**src/rshift_pkg.sv**
```systemverilog
// constants and types shared by the accumulator right shifter
package rshift_pkg;
    // --------------------------------------------------------------
    // datapath widths
    // --------------------------------------------------------------
    localparam int ACCUM_W = 24;
    localparam int COUNT_W = 5;
    localparam int PC_W    = 15;

    // --------------------------------------------------------------
    // field positions and values
    // --------------------------------------------------------------
    localparam int ACCUM_MSB = 23;
    localparam int ACCUM_LSB = 0;
    localparam logic [COUNT_W-1:0] COUNT_TERMINAL = 5'h1f;
    localparam logic [COUNT_W-1:0] COUNT_RESET    = 5'h1f;
    localparam logic [COUNT_W-1:0] COUNT_STEP     = 5'h01;
    localparam logic [COUNT_W-1:0] MAX_SHIFTS     = 5'h18;
    localparam logic [PC_W-1:0]    PC_STEP        = 15'h0001;
    localparam logic [PC_W-1:0]    PC_RESET       = 15'h0000;
    localparam logic [ACCUM_W-1:0] ACCUM_RESET    = 24'h000000;

    // --------------------------------------------------------------
    // sequencer states
    // --------------------------------------------------------------
    typedef enum logic [1:0] {
        ST_IDLE  = 2'b00,
        ST_SHIFT = 2'b01,
        ST_DONE  = 2'b10
    } shift_state_t;
endpackage : rshift_pkg

```
**src/shift_count_reg.sv**
```systemverilog
// five-bit shift counter with load, increment and terminal flag
`timescale 1ns/1ps
module shift_count_reg #(
    parameter int WIDTH = rshift_pkg::COUNT_W
) (
    input  wire logic             clk_sys_i,
    input  wire logic             rstn_i,
    input  wire logic             load_i,
    input  wire logic [WIDTH-1:0] load_value_i,
    input  wire logic             inc_i,
    output logic      [WIDTH-1:0] count_o,
    output logic                  terminal_o
);
    import rshift_pkg::*;

    // ----------------------------------------------------------
    // counter register
    // ----------------------------------------------------------
    // load wins over increment; rests at all ones
    always_ff @(posedge clk_sys_i or negedge rstn_i) begin
        if (!rstn_i) begin
            count_o <= COUNT_RESET;
        end else if (load_i) begin
            count_o <= load_value_i;
        end else if (inc_i) begin
            count_o <= count_o + COUNT_STEP;
        end
    end

    // terminal when all ones
    assign terminal_o = (count_o == COUNT_TERMINAL);
endmodule : shift_count_reg

```
**src/accumulator_right_shifter.sv**
```systemverilog
// accumulator right shifter: rotate right and logical right shift
`timescale 1ns/1ps
module accumulator_right_shifter (
    input  wire logic                            clk_sys_i,
    input  wire logic                            rstn_i,
    input  wire logic                            state_four_i,
    input  wire logic                            rotate_right_op_i,
    input  wire logic [rshift_pkg::COUNT_W-1:0]  shift_count_i,
    input  wire logic                            group_one_decode_i,
    input  wire logic                            execute_timing_pulse_i,
    input  wire logic                            count_inc_qualifier_a_i,
    input  wire logic                            count_inc_qualifier_b_i,
    input  wire logic                            accum_load_i,
    input  wire logic [rshift_pkg::ACCUM_W-1:0]  accum_data_i,
    input  wire logic                            pc_load_i,
    input  wire logic [rshift_pkg::PC_W-1:0]     pc_data_i,
    input  wire logic                            flags_load_i,
    input  wire logic                            test_flag_i,
    input  wire logic                            overflow_flag_i,
    input  wire logic                            memory_protect_flag_i,
    output logic      [rshift_pkg::ACCUM_W-1:0]  accum_o,
    output logic      [rshift_pkg::COUNT_W-1:0]  shift_count_o,
    output logic      [rshift_pkg::PC_W-1:0]     pc_o,
    output logic                                 busy_o,
    output logic                                 done_o,
    output logic                                 adder_carry_ff_o,
    output logic                                 test_flag_o,
    output logic                                 overflow_flag_o,
    output logic                                 memory_protect_flag_o
);
    import rshift_pkg::*;

    // ----------------------------------------------------------
    // declarations
    // ----------------------------------------------------------
    shift_state_t       state;
    shift_state_t       next_state;
    logic               rotate_mode;
    logic               adder_a_gate_select;
    logic               adder_a_input;
    logic               adder_sum;
    logic               accum_shift_right_enable;
    logic               count_inc_enable;
    logic               shift_step;
    logic               shift_count_terminal;
    logic               count_load;
    logic [COUNT_W-1:0] clamped_count;
    logic [COUNT_W-1:0] count_load_value;
    logic [COUNT_W-1:0] count_value;
    logic [COUNT_W-1:0] shifts_done;
    logic [COUNT_W-1:0] requested_shifts;

    // ----------------------------------------------------------
    // shift counter
    // ----------------------------------------------------------
    // counts above 24 are clamped so no more than 24 shifts occur
    assign clamped_count = (shift_count_i > MAX_SHIFTS)
                         ? MAX_SHIFTS : shift_count_i;
    assign count_load_value = ~clamped_count;
    assign count_load = (state == ST_IDLE) && state_four_i;

    shift_count_reg #(
        .WIDTH (COUNT_W)
    ) u_count (
        .clk_sys_i    (clk_sys_i),
        .rstn_i       (rstn_i),
        .load_i       (count_load),
        .load_value_i (count_load_value),
        .inc_i        (shift_step),
        .count_o      (count_value),
        .terminal_o   (shift_count_terminal)
    );

    // ----------------------------------------------------------
    // shift and increment enables
    // ----------------------------------------------------------
    // shift only in shift state with decode and timing active
    assign accum_shift_right_enable = (state == ST_SHIFT)
                                    && group_one_decode_i
                                    && execute_timing_pulse_i
                                    && !shift_count_terminal;
    // increment only with both qualifiers while not terminal
    assign count_inc_enable = !shift_count_terminal
                            && count_inc_qualifier_a_i
                            && count_inc_qualifier_b_i;
    // shift and increment move together, one per step
    assign shift_step = accum_shift_right_enable
                      && count_inc_enable;

    // ----------------------------------------------------------
    // serial adder feed
    // ----------------------------------------------------------
    // bit 0 gated to the adder a input only for rotate
    assign adder_a_gate_select = rotate_mode;
    assign adder_a_input = accum_o[ACCUM_LSB]
                         && adder_a_gate_select;
    // b input disabled, carry held clear: sum equals a input
    assign adder_sum = adder_a_input ^ adder_carry_ff_o;

    // ----------------------------------------------------------
    // state sequencing
    // ----------------------------------------------------------
    // next state from start pulse and terminal count
    always_comb begin
        next_state = state;
        case (state)
            ST_IDLE: begin
                if (state_four_i) begin
                    next_state = ST_SHIFT;
                end
            end
            ST_SHIFT: begin
                if (shift_count_terminal) begin
                    next_state = ST_DONE;
                end
            end
            ST_DONE: begin
                next_state = ST_IDLE;
            end
            default: begin
                next_state = ST_IDLE;
            end
        endcase
    end

    // state register
    always_ff @(posedge clk_sys_i or negedge rstn_i) begin
        if (!rstn_i) begin
            state <= ST_IDLE;
        end else begin
            state <= next_state;
        end
    end

    // operation latched at the start pulse
    always_ff @(posedge clk_sys_i or negedge rstn_i) begin
        if (!rstn_i) begin
            rotate_mode <= 1'b0;
        end else if (count_load) begin
            rotate_mode <= rotate_right_op_i;
        end
    end

    // ----------------------------------------------------------
    // accumulator
    // ----------------------------------------------------------
    // rotate feeds adder sum to bit 23, logical feeds zero
    always_ff @(posedge clk_sys_i or negedge rstn_i) begin
        if (!rstn_i) begin
            accum_o <= ACCUM_RESET;
        end else if (shift_step) begin
            accum_o <= {adder_sum, accum_o[ACCUM_MSB:1]};
        end else if (accum_load_i && (state == ST_IDLE)) begin
            accum_o <= accum_data_i;
        end
    end

    // ----------------------------------------------------------
    // adder carry
    // ----------------------------------------------------------
    // no summation takes place, carry kept clear
    always_ff @(posedge clk_sys_i or negedge rstn_i) begin
        if (!rstn_i) begin
            adder_carry_ff_o <= 1'b0;
        end else begin
            adder_carry_ff_o <= 1'b0;
        end
    end

    // ----------------------------------------------------------
    // program counter and flags
    // ----------------------------------------------------------
    // pc advances once when the instruction completes
    always_ff @(posedge clk_sys_i or negedge rstn_i) begin
        if (!rstn_i) begin
            pc_o <= PC_RESET;
        end else if (state == ST_DONE) begin
            pc_o <= pc_o + PC_STEP;
        end else if (pc_load_i && (state == ST_IDLE)) begin
            pc_o <= pc_data_i;
        end
    end

    // flags only loadable while idle, untouched by the shift
    always_ff @(posedge clk_sys_i or negedge rstn_i) begin
        if (!rstn_i) begin
            test_flag_o           <= 1'b0;
            overflow_flag_o       <= 1'b0;
            memory_protect_flag_o <= 1'b0;
        end else if (flags_load_i && (state == ST_IDLE)) begin
            test_flag_o           <= test_flag_i;
            overflow_flag_o       <= overflow_flag_i;
            memory_protect_flag_o <= memory_protect_flag_i;
        end
    end

    // ----------------------------------------------------------
    // status outputs
    // ----------------------------------------------------------
    // busy from start to completion, done a one-cycle pulse
    always_ff @(posedge clk_sys_i or negedge rstn_i) begin
        if (!rstn_i) begin
            busy_o <= 1'b0;
            done_o <= 1'b0;
        end else begin
            busy_o <= (next_state != ST_IDLE);
            done_o <= (state == ST_DONE);
        end
    end

    // registered copy of the counter
    always_ff @(posedge clk_sys_i or negedge rstn_i) begin
        if (!rstn_i) begin
            shift_count_o <= COUNT_RESET;
        end else begin
            shift_count_o <= count_value;
        end
    end

    // ----------------------------------------------------------
    // checking helpers
    // ----------------------------------------------------------
    // shifts performed in the current instruction
    always_ff @(posedge clk_sys_i or negedge rstn_i) begin
        if (!rstn_i) begin
            shifts_done <= '0;
        end else if (count_load) begin
            shifts_done <= '0;
        end else if (shift_step) begin
            shifts_done <= shifts_done + COUNT_STEP;
        end
    end

    // shift count asked for by the current instruction, after the cap
    always_ff @(posedge clk_sys_i or negedge rstn_i) begin
        if (!rstn_i) begin
            requested_shifts <= '0;
        end else if (count_load) begin
            requested_shifts <= clamped_count;
        end
    end
endmodule : accumulator_right_shifter

```
**config.mk**
```make
export PLATFORM = sky130hd
export DESIGN_NAME = accumulator_right_shifter
export DESIGN_NICKNAME = d
export VERILOG_FILES = /design/src/rshift_pkg.sv /design/src/shift_count_reg.sv /design/src/accumulator_right_shifter.sv
export SDC_FILE = /design/constraint.sdc
export NUM_CORES = 1
export LEC_CHECK = 0
export BUFFER_PORTS_ARGS = -buffer_cell sky130_fd_sc_hd__buf_4
export CAP_MARGIN = 20
export CORE_AREA = 2 2 103 85
export CTS_BUF_LIST = sky130_fd_sc_hd__clkbuf_16
export DETAILED_ROUTE_END_ITERATION = 8
export DIE_AREA = 0 0 105 87
export GPL_ROUTABILITY_DRIVEN = 1
export SLEW_MARGIN = 20
export SYNTH_ARGS = -nofsm -noshare
export SYNTH_HDL_FRONTEND = slang
export SYNTH_HIERARCHICAL = 1
export SYNTH_SLANG_ARGS = --single-unit
```
**constraint.sdc**
```tcl
create_clock -name clk_sys_i -period 2.95 [get_ports clk_sys_i]
set_clock_uncertainty 0.2 [all_clocks]
set_input_delay 0.4425 -clock clk_sys_i [delete_from_list [all_inputs] [get_ports clk_sys_i]]
set_output_delay 0.4425 -clock clk_sys_i [all_outputs]
set_load 0.005 [all_outputs]
```
==> impl_metrics.tcl, run 1 <==
set metrics [dict create \
    critPathMaxFanout 23 \
    cts_tree "yes" \
    ys_types 47 \
    tns_ps 0 \
    fillers 808 \
    overflow 0 \
    period_needed_ps 2450 \
    die-area_mm2 0.00914 \
    grt_pass1_vias 2376 \
    synth_top_area_share_pct 42.6 \
    boundaryPins 108 \
    drtIter0Drc 94 \
    ctsHoldBuffers 0 \
    worstPathArrival_ps 2500 \
    dr_wl_met2_mm 3.20 \
    fmax_mhz 408 \
    report.final.slew_viol_count 0 \
    first_pass_iters 4 \
    syn_inst 257 \
    wl_met3_um 494 \
    area_delta_synth_final_pct 41.8 \
    crit_end "accum_o[16]" \
    synth_area_leader_cell "dfrtp_1" \
    hold_viol_final 2 \
    holdWs_ps -4.25 \
    die_height_um 87 \
    crit_path_start_kind "flip-flop" \
    utilization_pct 47.9 \
    postCtsResizedCells 0 \
    wirelength_mm 7.34 \
    rsz0062_at_grt "no" \
    postRouteAntennaNets 0 \
    ys_top_cells_by_area "dfrtp_1, dfstp_2, a22o_1" \
    r2r_cells 6 \
    yosysSeqAreaShare_pct 52.1 \
    via_count 2412 \
    io_buffers 106 \
    irDropWorstVdd_mv 0.348 \
    viasPerCell 5.04 \
    fin_nets 423 \
    drive_gt1_share_pct 39.5 \
    status "finished, violations left" \
    syn_area_mm2 0.00276 \
    synth_area_per_cell_um2 10.8 \
    post_cts_buffers 0 \
    max_cap_viol_count 0 \
    crit_required_ps 3000 \
    fin_crit_sh_pct 83.1 \
    total_power_mw 3.76 \
    async_reset_ff_share_pct 100 \
    rr_startpoint "u_count/count_o[0]" \
    grt_pass1_wl_mm 11.9 \
    gr-usage-all-layers_pct 16.6 \
    avgRoutedWirePerCell_um 15.3 \
    clk_pin_slew_worst_paths_ps 50 \
    p_leak_nw 1.98 \
    worst_pin_slew_ps 950 \
    antenna_found_initial 0 \
    cts_buffers 9 \
    worstReg2RegEnd "accum_o[16]" \
    cts.sinks 57 \
    hpwl_mm 5.19 \
    cts_buffer_depth 2 \
    initial_core_util_pct 33.8 \
    power-per-cell-area_mw_per_mm2 958 \
    reg2reg_slack_ps 500 \
    ys.flop_type "dfrtp_1" \
    wl_met1_mm 3.58 \
    grt_max_degree 58 \
    synth-seq-cells 57 \
    cp-startpoint "u_count/count_o[0]" \
    clockRootBuffer "clkbuf_16" \
    clkLatencyLatePin_ps 320 \
    top_layer "met4" \
    die_w_um 105 \
    yosys_warnings 6 \
    max_slew_margin_pct 36.6 \
    coreArea_mm2 0.00818 \
    gp_congestion 0.853 \
    drc 0 \
    diodes 0 \
    rows 30 \
    finalSetupViolations 0 \
    cp-end-kind "flip-flop" \
    synth_edf_count 0 \
    syn-num-nets 318 \
    htreeDepth 3 \
    failed_checks "hold timing" \
    worst-setup-path-type "flip-flop to flip-flop" \
    hp-class "input port to asynchronous set/reset pin" \
]
-- Yosys cell counts, drive strengths merged, types with 2 or more instances --
master  number
clkbuf       3
buf         11
nor3         6
dfstp       10
o21ai       14
nor4         5
mux2i        5
nor2        17
a21oi       11
nand4        4
a22o        23
nand3        7
dfrtp       47
inv         10
and2         2
mux2         6
or4          2
ha           3
a21o        23
o22ai        8
xnor2        3
nand2       18
and3         4
-- cells by family after synthesis --
family | synth area share [%]
other cells | 0.136
xor+xnor | 1.27
simple gates | 14.4
flops | 52.1
fa+ha+maj | 1.36
buf+inv | 4.07
mux | 4.26
compound gates | 22.5
-- cells in the final DEF (no fill, tap or decap), types with 2 or more instances in the layout --
cell | netlist | final
nor4_1 | 5 | 5
buf_4 | 1 | 108
nor3_1 | 5 | 5
inv_1 | 9 | 11
ha_1 | 3 | 3
o22ai_1 | 8 | 8
a21oi_1 | 11 | 11
dfstp_2 | 10 | 10
a22o_1 | 23 | 23
or4_1 | 2 | 2
clkinv_2 | 0 | 2
nand4_2 | 2 | 2
o21ai_1 | 4 | 4
xnor2_1 | 3 | 3
and2_1 | 2 | 2
mux2i_1 | 5 | 5
mux2_2 | 6 | 6
and3_1 | 4 | 4
a21o_1 | 23 | 23
o21ai_0 | 10 | 10
nor2_1 | 16 | 16
clkbuf_16 | 0 | 9
nand2_1 | 18 | 18
clkinv_1 | 0 | 2
nand3_1 | 6 | 6
dfrtp_1 | 47 | 47
-- per-layer routing --
layer	vias to the layer above	track usage [%]
li1	1156	-
met1	1174	24.1
met2	74	24.2
met3	8	4.64
met4	0	4.48
met5	-	0
-- flip-flops by register name, summed over array words and instances (netlist names) --
name and cells:
accum_o 24, adder_a_gate_select 1, busy_o 1, done_o 1
memory_protect_flag_o 1, overflow_flag_o 1, pc_o 15, shift_count_o 5
state 2, test_flag_o 1, u_count/count_o 5
-- report_power, final --
group / switching, mW / internal, mW
combinational: 0.484 / 0.733
sequential: 0.378 / 1.19
clock: 0.338 / 0.637
-- how the worst min path moves through the flow --
stage                                   to  slack [ps]  cells past startpoint
final                               busy_o          -4                      1
after global routing                busy_o          60                      1
after CTS                           busy_o          30                      1
after floorplan                 accum_o[0]         -50                      0
after global placement    shift_count_o[4]         170                      0
after detailed placement  shift_count_o[4]         180                      0
-- critical path, stage by stage, from the launching register on --
cell and delay, ps:
dfstp_2 580, ha_1 180, and3_1 150, ha_1 240, nor3_4 70, nor2_2 740, a21o_1 220
-- final cells by class --
cell class              instances  area (µm²)  share of cell area [%]
well taps                     112         140                    3.57
multi-input cells             176        1210                    30.9
clock inverters                 7        55.1                    1.40
flip-flops and latches         57        1440                    36.7
inverters                      10        37.5                   0.958
repair buffers                108         811                    20.7
clock buffers                   9         225                    5.75
-- metrics by stage --
| stage | setup slack [ps] | cell area [µm²] | hold WS [ps] | cells |
|---|---|---|---|---|
| final | 499 | 3920 | -4.25 | 479 |
| after global routing | 341 | 3920 | 63.5 | 479 |
| after CTS | 459 | 3920 | 25.4 | 479 |
| after detailed placement | 472 | 3640 | 176 | 463 |
| after global placement | 531 | 3640 | 172 | 463 |
| after floorplan | 579 | 2760 | -53.1 | 257 |
Power figures use the tool's default switching activity.
==> run 2, diff against run 1 <==
- clock period: 2.95 -> 2.47 ns (I/O delays scaled with it)
==> run 2 against run 1 <==
  * The flow now finishes without violations
  * Wire length rose by 2.5%
  * Combinational power rose by 22%
  * Worst hold slack improved by 71 ps
  * Sequential share of layout area down 0.69 points
  * Total power is 23% higher
  * Largest cell class unchanged
==> impl_metrics.tcl, run 2 (same netlist as run 1, synthesis figures left out) <==
set metrics [dict create \
    status "completed" \
    max_cap_viol_count 0 \
    top_register "accum_o" \
    clockRootBuffer "clkbuf_16" \
    critPathMaxFanout 7 \
    gr-usage-all-layers_pct 17.1 \
    via_count 2408 \
    worst_pin_slew_ps 736 \
    wirelength_mm 7.53 \
    worstPathArrival_ps 2280 \
    r2r_cells 8 \
    rsz0062_at_grt "no" \
    multi_input_area_mm2 0.00122 \
    drtIter0Drc 130 \
    grt_pass1_vias 2380 \
    worstReg2RegEnd "u_count/count_o[3]" \
    hold_viol_final 0 \
    hold_depth 2 \
    tns_ps 0 \
    rows 30 \
    cts_buffer_depth 2 \
    cts.sinks 57 \
    diodes 0 \
    first_pass_iters 4 \
    postRouteAntennaNets 0 \
    die-area_mm2 0.00914 \
    post_cts_buffers 0 \
    cts_tree "yes" \
    clk_pin_slew_worst_paths_ps 50 \
    stdcell_count 484 \
    htreeDepth 3 \
    crit_path_start_kind "flip-flop" \
    die_height_um 87 \
    dp_cells 467 \
    reg2reg_slack_ps 230 \
    final_cell_mix "buf_4, dfrtp_1, a22o_1, a21o_1, nand2_1" \
    finalSetupViolations 0 \
    clkLatencyLatePin_ps 320 \
    worst-setup-path-type "flip-flop to flip-flop" \
    report.final.slew_viol_count 0 \
    max_slew_margin_pct 50.9 \
    gp_congestion 0.859 \
    power-per-cell-area_mw_per_mm2 1150 \
    min_to "pc_o[5]" \
    initial_core_util_pct 33.8 \
    avgRoutedWirePerCell_um 15.5 \
    antenna_found_initial 0 \
    fillers 801 \
    irDropWorstVdd_mv 0.432 \
    seqCellArea_mm2 0.00144 \
    rr_startpoint "u_count/count_o[0]" \
    fin_nets 428 \
    drc 0 \
    hp-class "input port to flip-flop" \
    drive_gt1_share_pct 40.6 \
    viasPerCell 4.98 \
    hold_start "pc_data_i[5]" \
    grt_max_degree 58 \
    grt_pass1_wl_mm 12.1 \
    cts_buffers 9 \
    fin_crit_sh_pct 90.8 \
    fmax_mhz 446 \
    p_leak_nw 2.01 \
    reg.largest.list "accum_o (24), pc_o (15)" \
    boundaryPins 108 \
    overflow 0 \
    largest_register_ffs 24 \
    cp-end-kind "flip-flop" \
    crit_required_ps 2510 \
    die_w_um 105 \
    area_delta_synth_final_pct 44.5 \
    period_needed_ps 2240 \
    mostFrequentLayoutCell "buf_4" \
    hpwl_mm 5.31 \
    coreArea_mm2 0.00818 \
    io_buffers 106 \
]
==> run 2: repair_timing <==
item	CTS	global route
resized for setup	1	0
hold endpoints to repair	47	0
endpoints found under the setup margin	23	0
hold buffers	1	0
==> run 2: per-layer routing <==
metal  share of wire [%]  GRT usage [%]  up-vias  routed length, µm
li1                    -              -     1168                  -
met1                  47           24.8     1162               3540
met2                  46           25.3       74               3490
met3                 6.0           4.49        4                453
met4                0.56           4.73        0                 42
met5                   0              0        -                  0
==> run 2: metrics by stage <==
step	cell area, µm²	total power, mW	utilization, %	worst slack [ps]	hold WS (ps)
5_1_grt	4000	4.93	48.8	129	70.0
3_3_place_gp	3670	3.33	44.8	15.4	171
6_report	4000	4.61	48.8	226	66.3
3_5_place_dp	3670	3.36	44.8	-6.25	174
4_1_cts	4000	4.68	48.8	219	56.3
2_1_floorplan	2760	2.48	-	98.5	-125
==> run 2: worst max path at each step <==
stage	start	to	slack (ps)	cells after the start
2_1_floorplan	u_count/count_o[0]	u_count/count_o[3]	100	9
3_3_place_gp	u_count/count_o[0]	accum_o[10]	20	6
3_5_place_dp	u_count/count_o[0]	accum_o[4]	-6	6
4_1_cts	u_count/count_o[0]	u_count/count_o[3]	220	8
5_1_grt	u_count/count_o[0]	u_count/count_o[3]	130	8
6_report	u_count/count_o[0]	u_count/count_o[3]	230	8
==> run 2: worst max-delay path, cell delays in order, from the launching register on <==
cell	delay [ps]
dfstp_2	390
ha_1	210
and3_1	150
ha_1	230
nor3_4	260
buf_4	220
nand4_4	110
xnor2_1	130
mux2_2	260
==> run 2: power breakdown <==
part / total (mW) / switching, mW / internal (mW) / leakage (nW)
Clock: 1.28 / 0.407 / 0.870 / 0.150
Sequential: 1.84 / 0.427 / 1.42 / 0.676
Combinational: 1.49 / 0.602 / 0.889 / 1.18
==> run 2: layout make-up <==
cell class	instances	area share, %
multi-input cells	176	30.5
repair buffers	113	21.3
clock buffers	9	5.64
well taps	112	3.51
clock inverters	7	2.13
flip-flops and latches	57	36.0
inverters	10	0.940
